[src/pkg/gl_pkg.sv]
package gl_pkg;

  // ---------------------------------------------------------------
  // clock division
  // ---------------------------------------------------------------
  localparam int DIV_2M_BIT = 1;   // divide by 4
  localparam int DIV_500K_BIT = 3; // divide by 16

  // ---------------------------------------------------------------
  // address map, 24-bit byte addresses
  // ---------------------------------------------------------------
  localparam logic [23:0] VEC_END = 24'h000008;
  localparam logic [23:0] SYS_BEG = 24'h000008;
  localparam logic [23:0] SYS_END = 24'h000800;
  localparam logic [23:0] RAM0_END = 24'h07FFFF;
  localparam logic [23:0] RAM1_BEG = 24'h080000;
  localparam logic [23:0] RAM1_END = 24'h0FFFFF;
  localparam logic [23:0] ROM0_BEG = 24'hFC0000;
  localparam logic [23:0] ROM0_END = 24'hFCFFFF;
  localparam logic [23:0] ROM0_BOOT_END = 24'hFC4000;
  localparam logic [23:0] ROM1_BEG = 24'hFD0000;
  localparam logic [23:0] ROM1_END = 24'hFDFFFF;
  localparam logic [23:0] ROM2_BEG = 24'hFE0000;
  localparam logic [23:0] ROM2_END = 24'hFEFFFF;
  localparam logic [7:0] IO_BANK = 8'hFF;
  localparam logic [7:0] PG_MEMCTL = 8'h80;
  localparam logic [7:0] PG_REGS = 8'h82;
  localparam logic [7:0] PG_DMA = 8'h86;
  localparam logic [7:0] PG_SND = 8'h88;
  localparam logic [7:0] PG_PIC = 8'hFA;
  localparam logic [7:0] PG_SER = 8'hFC;

  // ---------------------------------------------------------------
  // bus timing and reset values
  // ---------------------------------------------------------------
  localparam logic [7:0] BUS_TIMEOUT_CYC = 8'h40;
  localparam logic RST_HZ60 = 1'b0;

  // ---------------------------------------------------------------
  // video timing counts
  // ---------------------------------------------------------------
  localparam logic [6:0] H_LAST = 7'h3F;
  localparam logic [6:0] H_SYNC = 7'h06;
  localparam logic [6:0] H_VIS_BEG = 7'h0A;
  localparam logic [6:0] H_ACT_BEG = 7'h0E;
  localparam logic [6:0] H_ACT_END = 7'h36;
  localparam logic [6:0] H_VIS_END = 7'h3A;
  localparam logic [8:0] V_LAST_50 = 9'h138;
  localparam logic [8:0] V_LAST_60 = 9'h106;
  localparam logic [8:0] V_SYNC = 9'h003;
  localparam logic [8:0] V_VIS_BEG = 9'h014;
  localparam logic [8:0] V_ACT_BEG = 9'h028;
  localparam logic [8:0] V_ACT_END = 9'h0F0;
  localparam logic [8:0] V_VIS_END = 9'h104;

  // ---------------------------------------------------------------
  // types
  // ---------------------------------------------------------------
  typedef enum logic [1:0] {
    B_IDLE = 2'b00,
    B_ACT = 2'b01,
    B_DONE = 2'b11,
    B_FAULT = 2'b10
  } gl_bus_t;

  typedef struct packed {
    logic valid;
    logic wr;
    logic upper;
    logic lower;
    logic [2:0] cpu_function_code;
    logic valid_mem_addr_n;
    logic [23:0] addr;
    logic [15:0] wdata;
  } gl_cpu_t;

  typedef struct packed {
    logic ram;
    logic [2:0] rom;
    logic ser;
    logic pic;
    logic dma;
    logic snd;
    logic memctl;
    logic regs;
  } gl_sel_t;

  typedef struct packed {
    logic blank;
    logic active_line_flag;
    logic frame_sync_n;
    logic line_sync_n;
    logic frame_evt;
    logic line_evt;
  } gl_vid_t;

  // address decode, shared by the bus logic and its checks
  function automatic gl_sel_t gl_decode(input logic [23:0] a, input logic bank2,
                                        input logic boot16);
    gl_sel_t s;
    s = '0;
    if (a < VEC_END) begin
      s.rom[0] = 1'b1;
    end else if (a <= RAM0_END) begin
      s.ram = 1'b1;
    end else if (a >= RAM1_BEG && a <= RAM1_END) begin
      s.ram = bank2;
    end else if (a >= ROM0_BEG && a <= (boot16 ? ROM0_BOOT_END : ROM0_END)) begin
      s.rom[0] = 1'b1;
    end else if (a >= ROM1_BEG && a <= ROM1_END) begin
      s.rom[1] = 1'b1;
    end else if (a >= ROM2_BEG && a <= ROM2_END) begin
      s.rom[2] = 1'b1;
    end else if (a[23:16] == IO_BANK) begin
      s.memctl = (a[15:8] == PG_MEMCTL);
      s.regs = (a[15:8] == PG_REGS);
      s.dma = (a[15:8] == PG_DMA);
      s.snd = (a[15:8] == PG_SND);
      s.pic = (a[15:8] == PG_PIC);
      s.ser = (a[15:8] == PG_SER);
    end
    return s;
  endfunction

endpackage

[src/gl_vtiming.sv]
`timescale 1ns/1ps
module gl_vtiming
  import gl_pkg::*;
(
  input wire logic clk_i,
  input wire logic nrst_i,
  input wire logic hz60_i,
  output gl_vid_t vid_o
);

  typedef struct packed {
    logic [6:0] h;
    logic [8:0] v;
    logic hz60;
    gl_vid_t o;
  } gl_vst_t;

  gl_vst_t s_r;
  gl_vst_t s_nxt;
  logic [8:0] v_last;

  // ---------------------------------------------------------------
  // raster counters and strobes
  // ---------------------------------------------------------------
  // rate is sampled only at frame end so a frame never mixes timings
  always_comb begin
    s_nxt = s_r;
    v_last = s_r.hz60 ? V_LAST_60 : V_LAST_50;
    s_nxt.h = s_r.h + 7'h01;
    if (s_r.h == H_LAST) begin
      s_nxt.h = 7'h00;
      s_nxt.v = s_r.v + 9'h001;
      if (s_r.v == v_last) begin
        s_nxt.v = 9'h000;
        s_nxt.hz60 = hz60_i;
      end
    end
    s_nxt.o.line_sync_n = !(s_nxt.h < H_SYNC);
    s_nxt.o.frame_sync_n = !(s_nxt.v < V_SYNC);
    s_nxt.o.active_line_flag = s_nxt.h >= H_ACT_BEG && s_nxt.h < H_ACT_END &&
                               s_nxt.v >= V_ACT_BEG && s_nxt.v < V_ACT_END;
    s_nxt.o.blank = !(s_nxt.h >= H_VIS_BEG && s_nxt.h < H_VIS_END &&
                      s_nxt.v >= V_VIS_BEG && s_nxt.v < V_VIS_END);
    s_nxt.o.line_evt = (s_nxt.h == 7'h00);
    s_nxt.o.frame_evt = (s_nxt.h == 7'h00) && (s_nxt.v == 9'h000);
  end

  // state register
  always_ff @(posedge clk_i or negedge nrst_i) begin
    if (!nrst_i) begin
      s_r <= '{h: 7'h00, v: 9'h000, hz60: RST_HZ60,
               o: '{blank: 1'b1, active_line_flag: 1'b0, frame_sync_n: 1'b1,
                    line_sync_n: 1'b1, frame_evt: 1'b0, line_evt: 1'b0}};
    end else begin
      s_r <= s_nxt;
    end
  end

  assign vid_o = s_r.o;

endmodule

[src/gl_glue.sv]
`timescale 1ns/1ps
module gl_glue
  import gl_pkg::*;
#(
  parameter logic [7:0] TIMEOUT_CYC = BUS_TIMEOUT_CYC
)(
  input wire logic clk_i,
  input wire logic nrst_i,
  input gl_cpu_t cpu_i,
  input wire logic transfer_ack_n_i,
  input wire logic periph_irq_n_i,
  input wire logic dma_req_i,
  input wire logic dma_byte_done_i,
  input wire logic ram_bank2_i,
  input wire logic boot_rom_small_i,
  output logic clk_2m_o,
  output logic clk_500k_o,
  output logic blank_o,
  output logic active_line_flag_o,
  output logic frame_sync_n_o,
  output logic line_sync_n_o,
  output logic [1:0] cpu_priority_lines_o,
  output logic int_ack_strobe_o,
  output gl_sel_t sel_o,
  output logic ram_upper_en_o,
  output logic ram_lower_en_o,
  output logic bus_fault_o,
  output logic own_ack_o,
  output logic [15:0] rdata_o,
  output logic cpu_bus_grant_o,
  output logic dma_grant_o,
  output logic mem_dma_strobe_o
);

  typedef struct packed {
    logic [3:0] div;
    logic clk2m;
    logic clk500k;
    logic strap_done;
    logic bank2;
    logic boot16;
    logic hz60;
    gl_bus_t bst;
    logic [7:0] to_cnt;
    logic frame_pend;
    logic line_pend;
    logic [1:0] prio;
    logic int_ack_strobe;
    gl_sel_t sel;
    logic upper;
    logic lower;
    logic fault;
    logic own_ack;
    logic [15:0] rdata;
    logic cpu_own;
    logic dma_grant;
    logic dma_strobe;
  } gl_st_t;

  gl_st_t s_r;
  gl_st_t s_nxt;
  gl_vid_t vid;
  gl_sel_t dsel;
  logic start;
  logic int_ack_strobe_cyc;
  logic [2:0] lvl;
  logic sys_acc;
  logic illegal;
  logic clr_frame;
  logic clr_line;

  // ---------------------------------------------------------------
  // video timing
  // ---------------------------------------------------------------
  gl_vtiming u_vtiming (
    .clk_i(clk_i),
    .nrst_i(nrst_i),
    .hz60_i(s_r.hz60),
    .vid_o(vid)
  );

  // ---------------------------------------------------------------
  // cycle classification
  // ---------------------------------------------------------------
  // a cycle is taken only while the processor owns the bus
  assign start = cpu_i.valid && s_r.cpu_own && (s_r.bst == B_IDLE);
  assign int_ack_strobe_cyc = (&cpu_i.cpu_function_code) && !cpu_i.valid_mem_addr_n;
  assign lvl = cpu_i.addr[3:1];
  assign dsel = gl_decode(cpu_i.addr, s_r.bank2, s_r.boot16);
  assign sys_acc = cpu_i.addr >= SYS_BEG && cpu_i.addr < SYS_END;
  // word-only pages reject a write with one strobe missing
  assign illegal = cpu_i.wr && ((|dsel.rom) ||
                   ((dsel.regs || dsel.dma) && !(cpu_i.upper && cpu_i.lower)) ||
                   (!cpu_i.cpu_function_code[2] && sys_acc));

  // interrupt acknowledge of our own levels clears the pending flag
  assign clr_frame = start && int_ack_strobe_cyc && lvl == 3'h2;
  assign clr_line = start && int_ack_strobe_cyc && lvl == 3'h3;

  // ---------------------------------------------------------------
  // next state
  // ---------------------------------------------------------------
  always_comb begin
    s_nxt = s_r;

    // free-running divider; outputs taken from counter bits
    s_nxt.div = s_r.div + 4'h1;
    s_nxt.clk2m = s_nxt.div[DIV_2M_BIT];
    s_nxt.clk500k = s_nxt.div[DIV_500K_BIT];

    // straps caught once, just after reset release
    if (!s_r.strap_done) begin
      s_nxt.strap_done = 1'b1;
      s_nxt.bank2 = ram_bank2_i;
      s_nxt.boot16 = boot_rom_small_i;
    end

    // pending flags: a new event beats a same-cycle clear
    s_nxt.frame_pend = (s_r.frame_pend && !clr_frame) || vid.frame_evt;
    s_nxt.line_pend = (s_r.line_pend && !clr_line) || vid.line_evt;

    // priority encode, highest pending only
    if (s_nxt.line_pend) begin
      s_nxt.prio = 2'h3;
    end else if (s_nxt.frame_pend) begin
      s_nxt.prio = 2'h2;
    end else if (!periph_irq_n_i) begin
      s_nxt.prio = 2'h1;
    end else begin
      s_nxt.prio = 2'h0;
    end

    // bus cycle sequencer
    unique case (s_r.bst)
      B_IDLE: begin
        if (start) begin
          s_nxt.to_cnt = 8'h00;
          if (int_ack_strobe_cyc) begin
            s_nxt.bst = B_ACT;
            s_nxt.int_ack_strobe = (lvl == 3'h1);
            s_nxt.own_ack = (lvl == 3'h2) || (lvl == 3'h3);
          end else if (illegal) begin
            s_nxt.bst = B_FAULT;
            s_nxt.fault = 1'b1;
          end else begin
            s_nxt.bst = B_ACT;
            s_nxt.sel = dsel;
            s_nxt.upper = dsel.ram && cpu_i.upper;
            s_nxt.lower = dsel.ram && cpu_i.lower;
            s_nxt.own_ack = dsel.regs;
            s_nxt.rdata = {15'h0000, s_r.hz60 && dsel.regs};
            if (dsel.regs && cpu_i.wr) begin
              s_nxt.hz60 = cpu_i.wdata[0];
            end
          end
        end
      end
      B_ACT: begin
        s_nxt.to_cnt = s_r.to_cnt + 8'h01;
        if (!cpu_i.valid) begin
          s_nxt.bst = B_IDLE;
          s_nxt.sel = '0;
          s_nxt.upper = 1'b0;
          s_nxt.lower = 1'b0;
          s_nxt.int_ack_strobe = 1'b0;
          s_nxt.own_ack = 1'b0;
          s_nxt.rdata = 16'h0000;
        end else if (!transfer_ack_n_i || s_r.own_ack) begin
          s_nxt.bst = B_DONE;
        end else if (s_r.to_cnt == TIMEOUT_CYC - 8'h01) begin
          // silent device: drop its select and flag the processor
          s_nxt.bst = B_FAULT;
          s_nxt.fault = 1'b1;
          s_nxt.sel = '0;
          s_nxt.upper = 1'b0;
          s_nxt.lower = 1'b0;
          s_nxt.int_ack_strobe = 1'b0;
        end
      end
      B_DONE: begin
        if (!cpu_i.valid) begin
          s_nxt.bst = B_IDLE;
          s_nxt.sel = '0;
          s_nxt.upper = 1'b0;
          s_nxt.lower = 1'b0;
          s_nxt.int_ack_strobe = 1'b0;
          s_nxt.own_ack = 1'b0;
          s_nxt.rdata = 16'h0000;
        end
      end
      B_FAULT: begin
        if (!cpu_i.valid) begin
          s_nxt.bst = B_IDLE;
          s_nxt.fault = 1'b0;
        end
      end
    endcase

    // break-before-make hand-over so the two masters never overlap
    if (s_r.cpu_own && dma_req_i && s_r.bst == B_IDLE && !cpu_i.valid) begin
      s_nxt.cpu_own = 1'b0;
    end else if (!s_r.cpu_own && !s_r.dma_grant) begin
      s_nxt.dma_grant = dma_req_i;
      s_nxt.cpu_own = !dma_req_i;
    end else if (s_r.dma_grant && !dma_req_i) begin
      s_nxt.dma_grant = 1'b0;
    end

    // one strobe to the memory controller per byte taken
    s_nxt.dma_strobe = s_r.dma_grant && dma_byte_done_i;
  end

  // ---------------------------------------------------------------
  // state register
  // ---------------------------------------------------------------
  always_ff @(posedge clk_i or negedge nrst_i) begin
    if (!nrst_i) begin
      s_r <= '0;
      s_r.hz60 <= RST_HZ60;
      s_r.cpu_own <= 1'b1;
    end else begin
      s_r <= s_nxt;
    end
  end

  // outputs, all registered: the video ones from the u_vtiming state register, the rest from this one
  assign clk_2m_o = s_r.clk2m;
  assign clk_500k_o = s_r.clk500k;
  assign blank_o = vid.blank;
  assign active_line_flag_o = vid.active_line_flag;
  assign frame_sync_n_o = vid.frame_sync_n;
  assign line_sync_n_o = vid.line_sync_n;
  assign cpu_priority_lines_o = s_r.prio;
  assign int_ack_strobe_o = s_r.int_ack_strobe;
  assign sel_o = s_r.sel;
  assign ram_upper_en_o = s_r.upper;
  assign ram_lower_en_o = s_r.lower;
  assign bus_fault_o = s_r.fault;
  assign own_ack_o = s_r.own_ack;
  assign rdata_o = s_r.rdata;
  assign cpu_bus_grant_o = s_r.cpu_own;
  assign dma_grant_o = s_r.dma_grant;
  assign mem_dma_strobe_o = s_r.dma_strobe;
endmodule

[config.mk]
export PLATFORM = sky130hd
export DESIGN_NAME = gl_glue
export DESIGN_NICKNAME = d
export VERILOG_FILES = /design/src/pkg/gl_pkg.sv /design/src/gl_vtiming.sv /design/src/gl_glue.sv
export SDC_FILE = /design/constraint.sdc
export NUM_CORES = 1
export LEC_CHECK = 0
export CORE_MARGIN = 2
export CORE_UTILIZATION = 45
export DETAILED_ROUTE_END_ITERATION = 16
export DONT_BUFFER_PORTS = 1
export SYNTH_ARGS = -nofsm -noshare
export SYNTH_HDL_FRONTEND = slang
export SYNTH_HIERARCHICAL = 1
export SYNTH_SLANG_ARGS = --single-unit
[constraint.sdc]
create_clock -name clk_i -period 7.04 [get_ports clk_i]
set_clock_uncertainty 0.1 [all_clocks]
set_input_delay 0.704 -clock clk_i [delete_from_list [all_inputs] [get_ports clk_i]]
set_output_delay 0.704 -clock clk_i [all_outputs]
set_load 0.01 [all_outputs]
==> impl_metrics.py <==
metrics = {
    "yosys": {
        "synth-compound-area-share_pct": 13.5,
        "synth_xor_xnor_area_share_pct": 3.64,
        "synth.area.mux_share_pct": 4.71,
        "syn_inst": 438,
        "syn-mean-instance-area_um2": 9.34,
        "synth_simple_gate_area_share_pct": 24.2,
        "synth_top_family_by_area": "simple AND/OR/NAND/NOR gates",
        "fraction_of_registers_with_async_set_reset_pct": 100,
        "ys.warnings.count": 6,
        "synth_edf_count": 0,
        "ys_ff_latch": 64,
        "synth_flop_cell": "sky130_fd_sc_hd__dfrtp_1",
        "synth_fa_ha_area_share_pct": 5.81,
        "synth_cell_type_count": 67,
        "synth_seq_area_share_pct": 39.3,
        "area_of_the_mapped_netlist_um2": 4090,
    },
    "timing": {
        "setup-violations-final": 0,
        "final.period_utilization_pct": 48.4,
        "post-route-worst-setup-slack_ps": 3630,
        "slew_viol_final": 0,
        "min_period_ps": 3410,
        "finalHoldViolations": 0,
        "max-slew-margin-rel_pct": 33.4,
        "slew_of_the_pin_with_the_lowest_slew_margin_ps": 995,
        "timing.fmax_ghz": 0.293,
        "fin_setup_tns_ps": 0,
        "rsz0062_at_grt": "false",
    },
    "global_route": {
        "globalRouteMet3Util_pct": 4.15,
        "use_met1_pct": 25.2,
        "grt.overflow.total": 0,
        "first_global_vias": 3099,
        "globalRouteTotalUtil_pct": 19.0,
        "antenna_violations_before_repair": 0,
        "grt_start_max_net_pins": 61,
        "busiest_layer": "met2",
        "grt_pass1_wl_mm": 15.0,
        "grtUsageMet2_pct": 30.6,
    },
    "status": {
        "outcome": "finished, final reports clean",
    },
    "clocking": {
        "cts_max_path_buffers": 2,
        "postCtsSetupBuffers": 0,
        "ctsRootBufferMaster": "sky130_fd_sc_hd__clkbuf_8",
        "htree_levels": 3,
        "worstSkewPairLatency_ps": 340,
        "number_of_clock_sinks_seen_by_cts": 64,
        "cts_made_buffers": 9,
        "tritoncts": "done",
        "clk_pin_slew_worst_paths_ps": 80,
    },
    "worst_setup_path": {
        "timing_worst_setup_path_type": "reg2reg",
        "startpoint_type": "flop",
        "crit_path_max_fanout": 16,
        "worstPathArrival_ps": 3540,
        "critical_path_required_ps": 7170,
        "kind_of_capture_point_of_the_worst_setup_path": "flop",
    },
    "detailed_routing": {
        "detailed_router_s_first_iteration_violation_count": 189,
        "antenna_violating_nets_post_route": 0,
        "detailroute.via_count": 3191,
        "viasPerCell": 5.99,
        "wirelength_mm": 8.98,
        "detail_route.first_pass.iterations": 4,
        "routedWlPerCell_um": 16.8,
        "drcViolationCount": 0,
    },
    "flow_run": {
        "max_cap_viol_count": 0,
    },
    "floorplanning": {
        "floorplan.core_area_um2": 8760,
        "chipHeight_um": 99.3,
        "rows": 34,
        "top_level_ports": 98,
        "dieArea_um2": 9870,
        "floorplan.initialDensity_pct": 46.7,
        "die_x_um": 99.3,
    },
    "worst_hold_path": {
        "hp-class": "in2async",
    },
    "power": {
        "leakagePower_uw": 0.00187,
        "power_density_nw_per_um2": 214,
        "vdd_drop_max_uv": 89.8,
    },
    "final_layout": {
        "antenna-diode-count": 0,
        "syn2layout_area_growth_pct": 2.97,
        "fraction_of_layout_instances_using_a_drive_strength_above_1_pct": 11.5,
        "layout.nets": 495,
    },
    "placed_design": {
        "post-place-ws_ps": 3650,
        "gp_routability_congestion": 0.927,
        "place.detailed.hpwl_mm": 6.60,
        "buffer_ports.inserted": 0,
    },
}
## logic make-up (layout without fill, tap and decap cells)
kind of cell               after synthesis  in the layout
and+or+nand+nor                        184            184
AOI/OAI and AO/OA                       79             79
DFF                                     64             64
buffers and inverters                   57             30
adders and majority gates               19             19
xor gates and xnor gates                17             17
muxes                                   16             16
other                                    2             16
## flip-flops by register name, summed over array words and instances (netlist names)
name	count
cpu_bus_grant_o	1
bus_fault_o	1
own_ack_o	1
ram_upper_en_o	1
clk_500k_o	1
int_ack_strobe_o	1
mem_dma_strobe_o	1
cpu_priority_lines_o	2
ram_lower_en_o	1
u_vtiming/vid_o	6
rdata_o	1
u_vtiming/s_r	17
sel_o	10
s_r	19
dma_grant_o	1
## through the flow
step	cell area, um2	hold slack (ps)	power, uW	utilization (%)	std cells
3_5_place_dp	3970	309	549	45.3	516
6_report	4210	103	900	48.1	533
4_1_cts	4210	80.6	911	48.1	533
5_1_grt	4210	72.0	948	48.1	533
2_1_floorplan	4140	308	531	-	452
3_3_place_gp	3970	310	545	45.3	516
## worst max-delay path, stage by stage (launching register included)
cell,delay [ps]
sky130_fd_sc_hd__dfrtp_1,610
sky130_fd_sc_hd__ha_1,460
sky130_fd_sc_hd__a211oi_1,90
sky130_fd_sc_hd__and3_1,190
sky130_fd_sc_hd__o31a_1,310
sky130_fd_sc_hd__mux2_2,280
sky130_fd_sc_hd__o31a_1,370
sky130_fd_sc_hd__o21a_4,250
sky130_fd_sc_hd__or2_4,310
sky130_fd_sc_hd__mux2_4,310
## area by class of cell
| type | instances | area [um2] |
|---|---|---|
| clock buffer | 11 | 131 |
| inverter | 13 | 48.8 |
| clock inverter | 5 | 81.3 |
| timing repair buffer | 1 | 27.5 |
| sequential | 64 | 1610 |
| tap | 108 | 135 |
| fill | 850 | 4550 |
| multi-input combinational | 331 | 2180 |
## metal layers
metal / vias up / wire length (um)
li1: 1503 / -
met1: 1558 / 4000
met2: 116 / 4250
met3: 14 / 595
met4: 0 / 136
met5: - / 0
## final timing paths
check | start | endpoint | slack [ps] | cells after the start
hold reg to reg | s_r[54]$_DFF_PN0_ | s_r[54]$_DFF_PN0_ | 360 | 1
hold / removal | nrst_i | cpu_bus_grant_o$_DFFE_PN1P_ | 100 | 0
setup reg to reg | s_r[49]$_DFFE_PN0N_ | sel_o[5]$_DFFE_PN0P_ | 3630 | 9
min in group clk_i | dma_req_i | cpu_bus_grant_o$_DFFE_PN1P_ | 320 | 1
setup / recovery | s_r[49]$_DFFE_PN0N_ | sel_o[5]$_DFFE_PN0P_ | 3630 | 9
max in group asynchronous | nrst_i | sel_o[7]$_DFFE_PN0P_ | 6450 | 1
## layout by cell type (no fill, tap or decap), types with 4 or more instances in the layout
cell type                  netlist  layout
sky130_fd_sc_hd__nand2b_1        4       4
sky130_fd_sc_hd__and2_1          5       5
sky130_fd_sc_hd__nor4_1          4       4
sky130_fd_sc_hd__nor2_1         43      43
sky130_fd_sc_hd__mux2_4          4       4
sky130_fd_sc_hd__nand3_1        24      24
sky130_fd_sc_hd__mux2_2         10      10
sky130_fd_sc_hd__inv_1          13      13
sky130_fd_sc_hd__dfstp_2         4       4
sky130_fd_sc_hd__conb_1          2      16
sky130_fd_sc_hd__a21o_1          4       4
sky130_fd_sc_hd__nor3_1         17      17
sky130_fd_sc_hd__a21oi_1        16      16
sky130_fd_sc_hd__nor4b_1         4       4
sky130_fd_sc_hd__xnor2_1         6       6
sky130_fd_sc_hd__o21ai_0        26      26
sky130_fd_sc_hd__nand2_1        33      33
sky130_fd_sc_hd__dfrtp_1        60      60
sky130_fd_sc_hd__nand3b_1        4       4
sky130_fd_sc_hd__and3_1          7       7
sky130_fd_sc_hd__ha_1           19      19
sky130_fd_sc_hd__o21a_1          4       4
sky130_fd_sc_hd__clkbuf_8        0       9
sky130_fd_sc_hd__xor2_1         11      11
sky130_fd_sc_hd__nand4_1        12      12
## cells in the mapped netlist (4+ instances only)
| master | n | area, um2 |
|---|---|---|
| sky130_fd_sc_hd__dfrtp_1 | 60 | 1500 |
| sky130_fd_sc_hd__nor2_1 | 43 | 161 |
| sky130_fd_sc_hd__buf_4 | 34 | 255 |
| sky130_fd_sc_hd__nand2_1 | 33 | 124 |
| sky130_fd_sc_hd__o21ai_0 | 26 | 130 |
| sky130_fd_sc_hd__nand3_1 | 24 | 120 |
| sky130_fd_sc_hd__ha_1 | 19 | 238 |
| sky130_fd_sc_hd__nor3_1 | 17 | 85.1 |
| sky130_fd_sc_hd__a21oi_1 | 16 | 80.1 |
| sky130_fd_sc_hd__inv_1 | 13 | 48.8 |
| sky130_fd_sc_hd__nand4_1 | 12 | 75.1 |
| sky130_fd_sc_hd__xor2_1 | 11 | 96.3 |
| sky130_fd_sc_hd__mux2_2 | 10 | 113 |
| sky130_fd_sc_hd__and3_1 | 7 | 43.8 |
| sky130_fd_sc_hd__xnor2_1 | 6 | 52.6 |
| sky130_fd_sc_hd__and2_1 | 5 | 31.3 |
| sky130_fd_sc_hd__buf_2 | 5 | 25.0 |
| sky130_fd_sc_hd__a21o_1 | 4 | 30.0 |
| sky130_fd_sc_hd__clkbuf_1 | 4 | 15.0 |
| sky130_fd_sc_hd__dfstp_2 | 4 | 105 |
| sky130_fd_sc_hd__mux2_4 | 4 | 60.1 |
| sky130_fd_sc_hd__nand2b_1 | 4 | 25.0 |
| sky130_fd_sc_hd__nand3b_1 | 4 | 30.0 |
| sky130_fd_sc_hd__nor4_1 | 4 | 25.0 |
| sky130_fd_sc_hd__nor4b_1 | 4 | 35.0 |
| sky130_fd_sc_hd__o21a_1 | 4 | 30.0 |
## power by group
group,switching [uW],internal [uW]
Combinational,75.0,52.0
Sequential,34.0,390
Clock,149,200
Total,258,642
## repair_timing
item                                   CTS  global route
hold buffers                             1             0
endpoints found under the hold margin   60             0
resized for setup                        0             0
No activity file was read; power rests on OpenSTA's default activity.
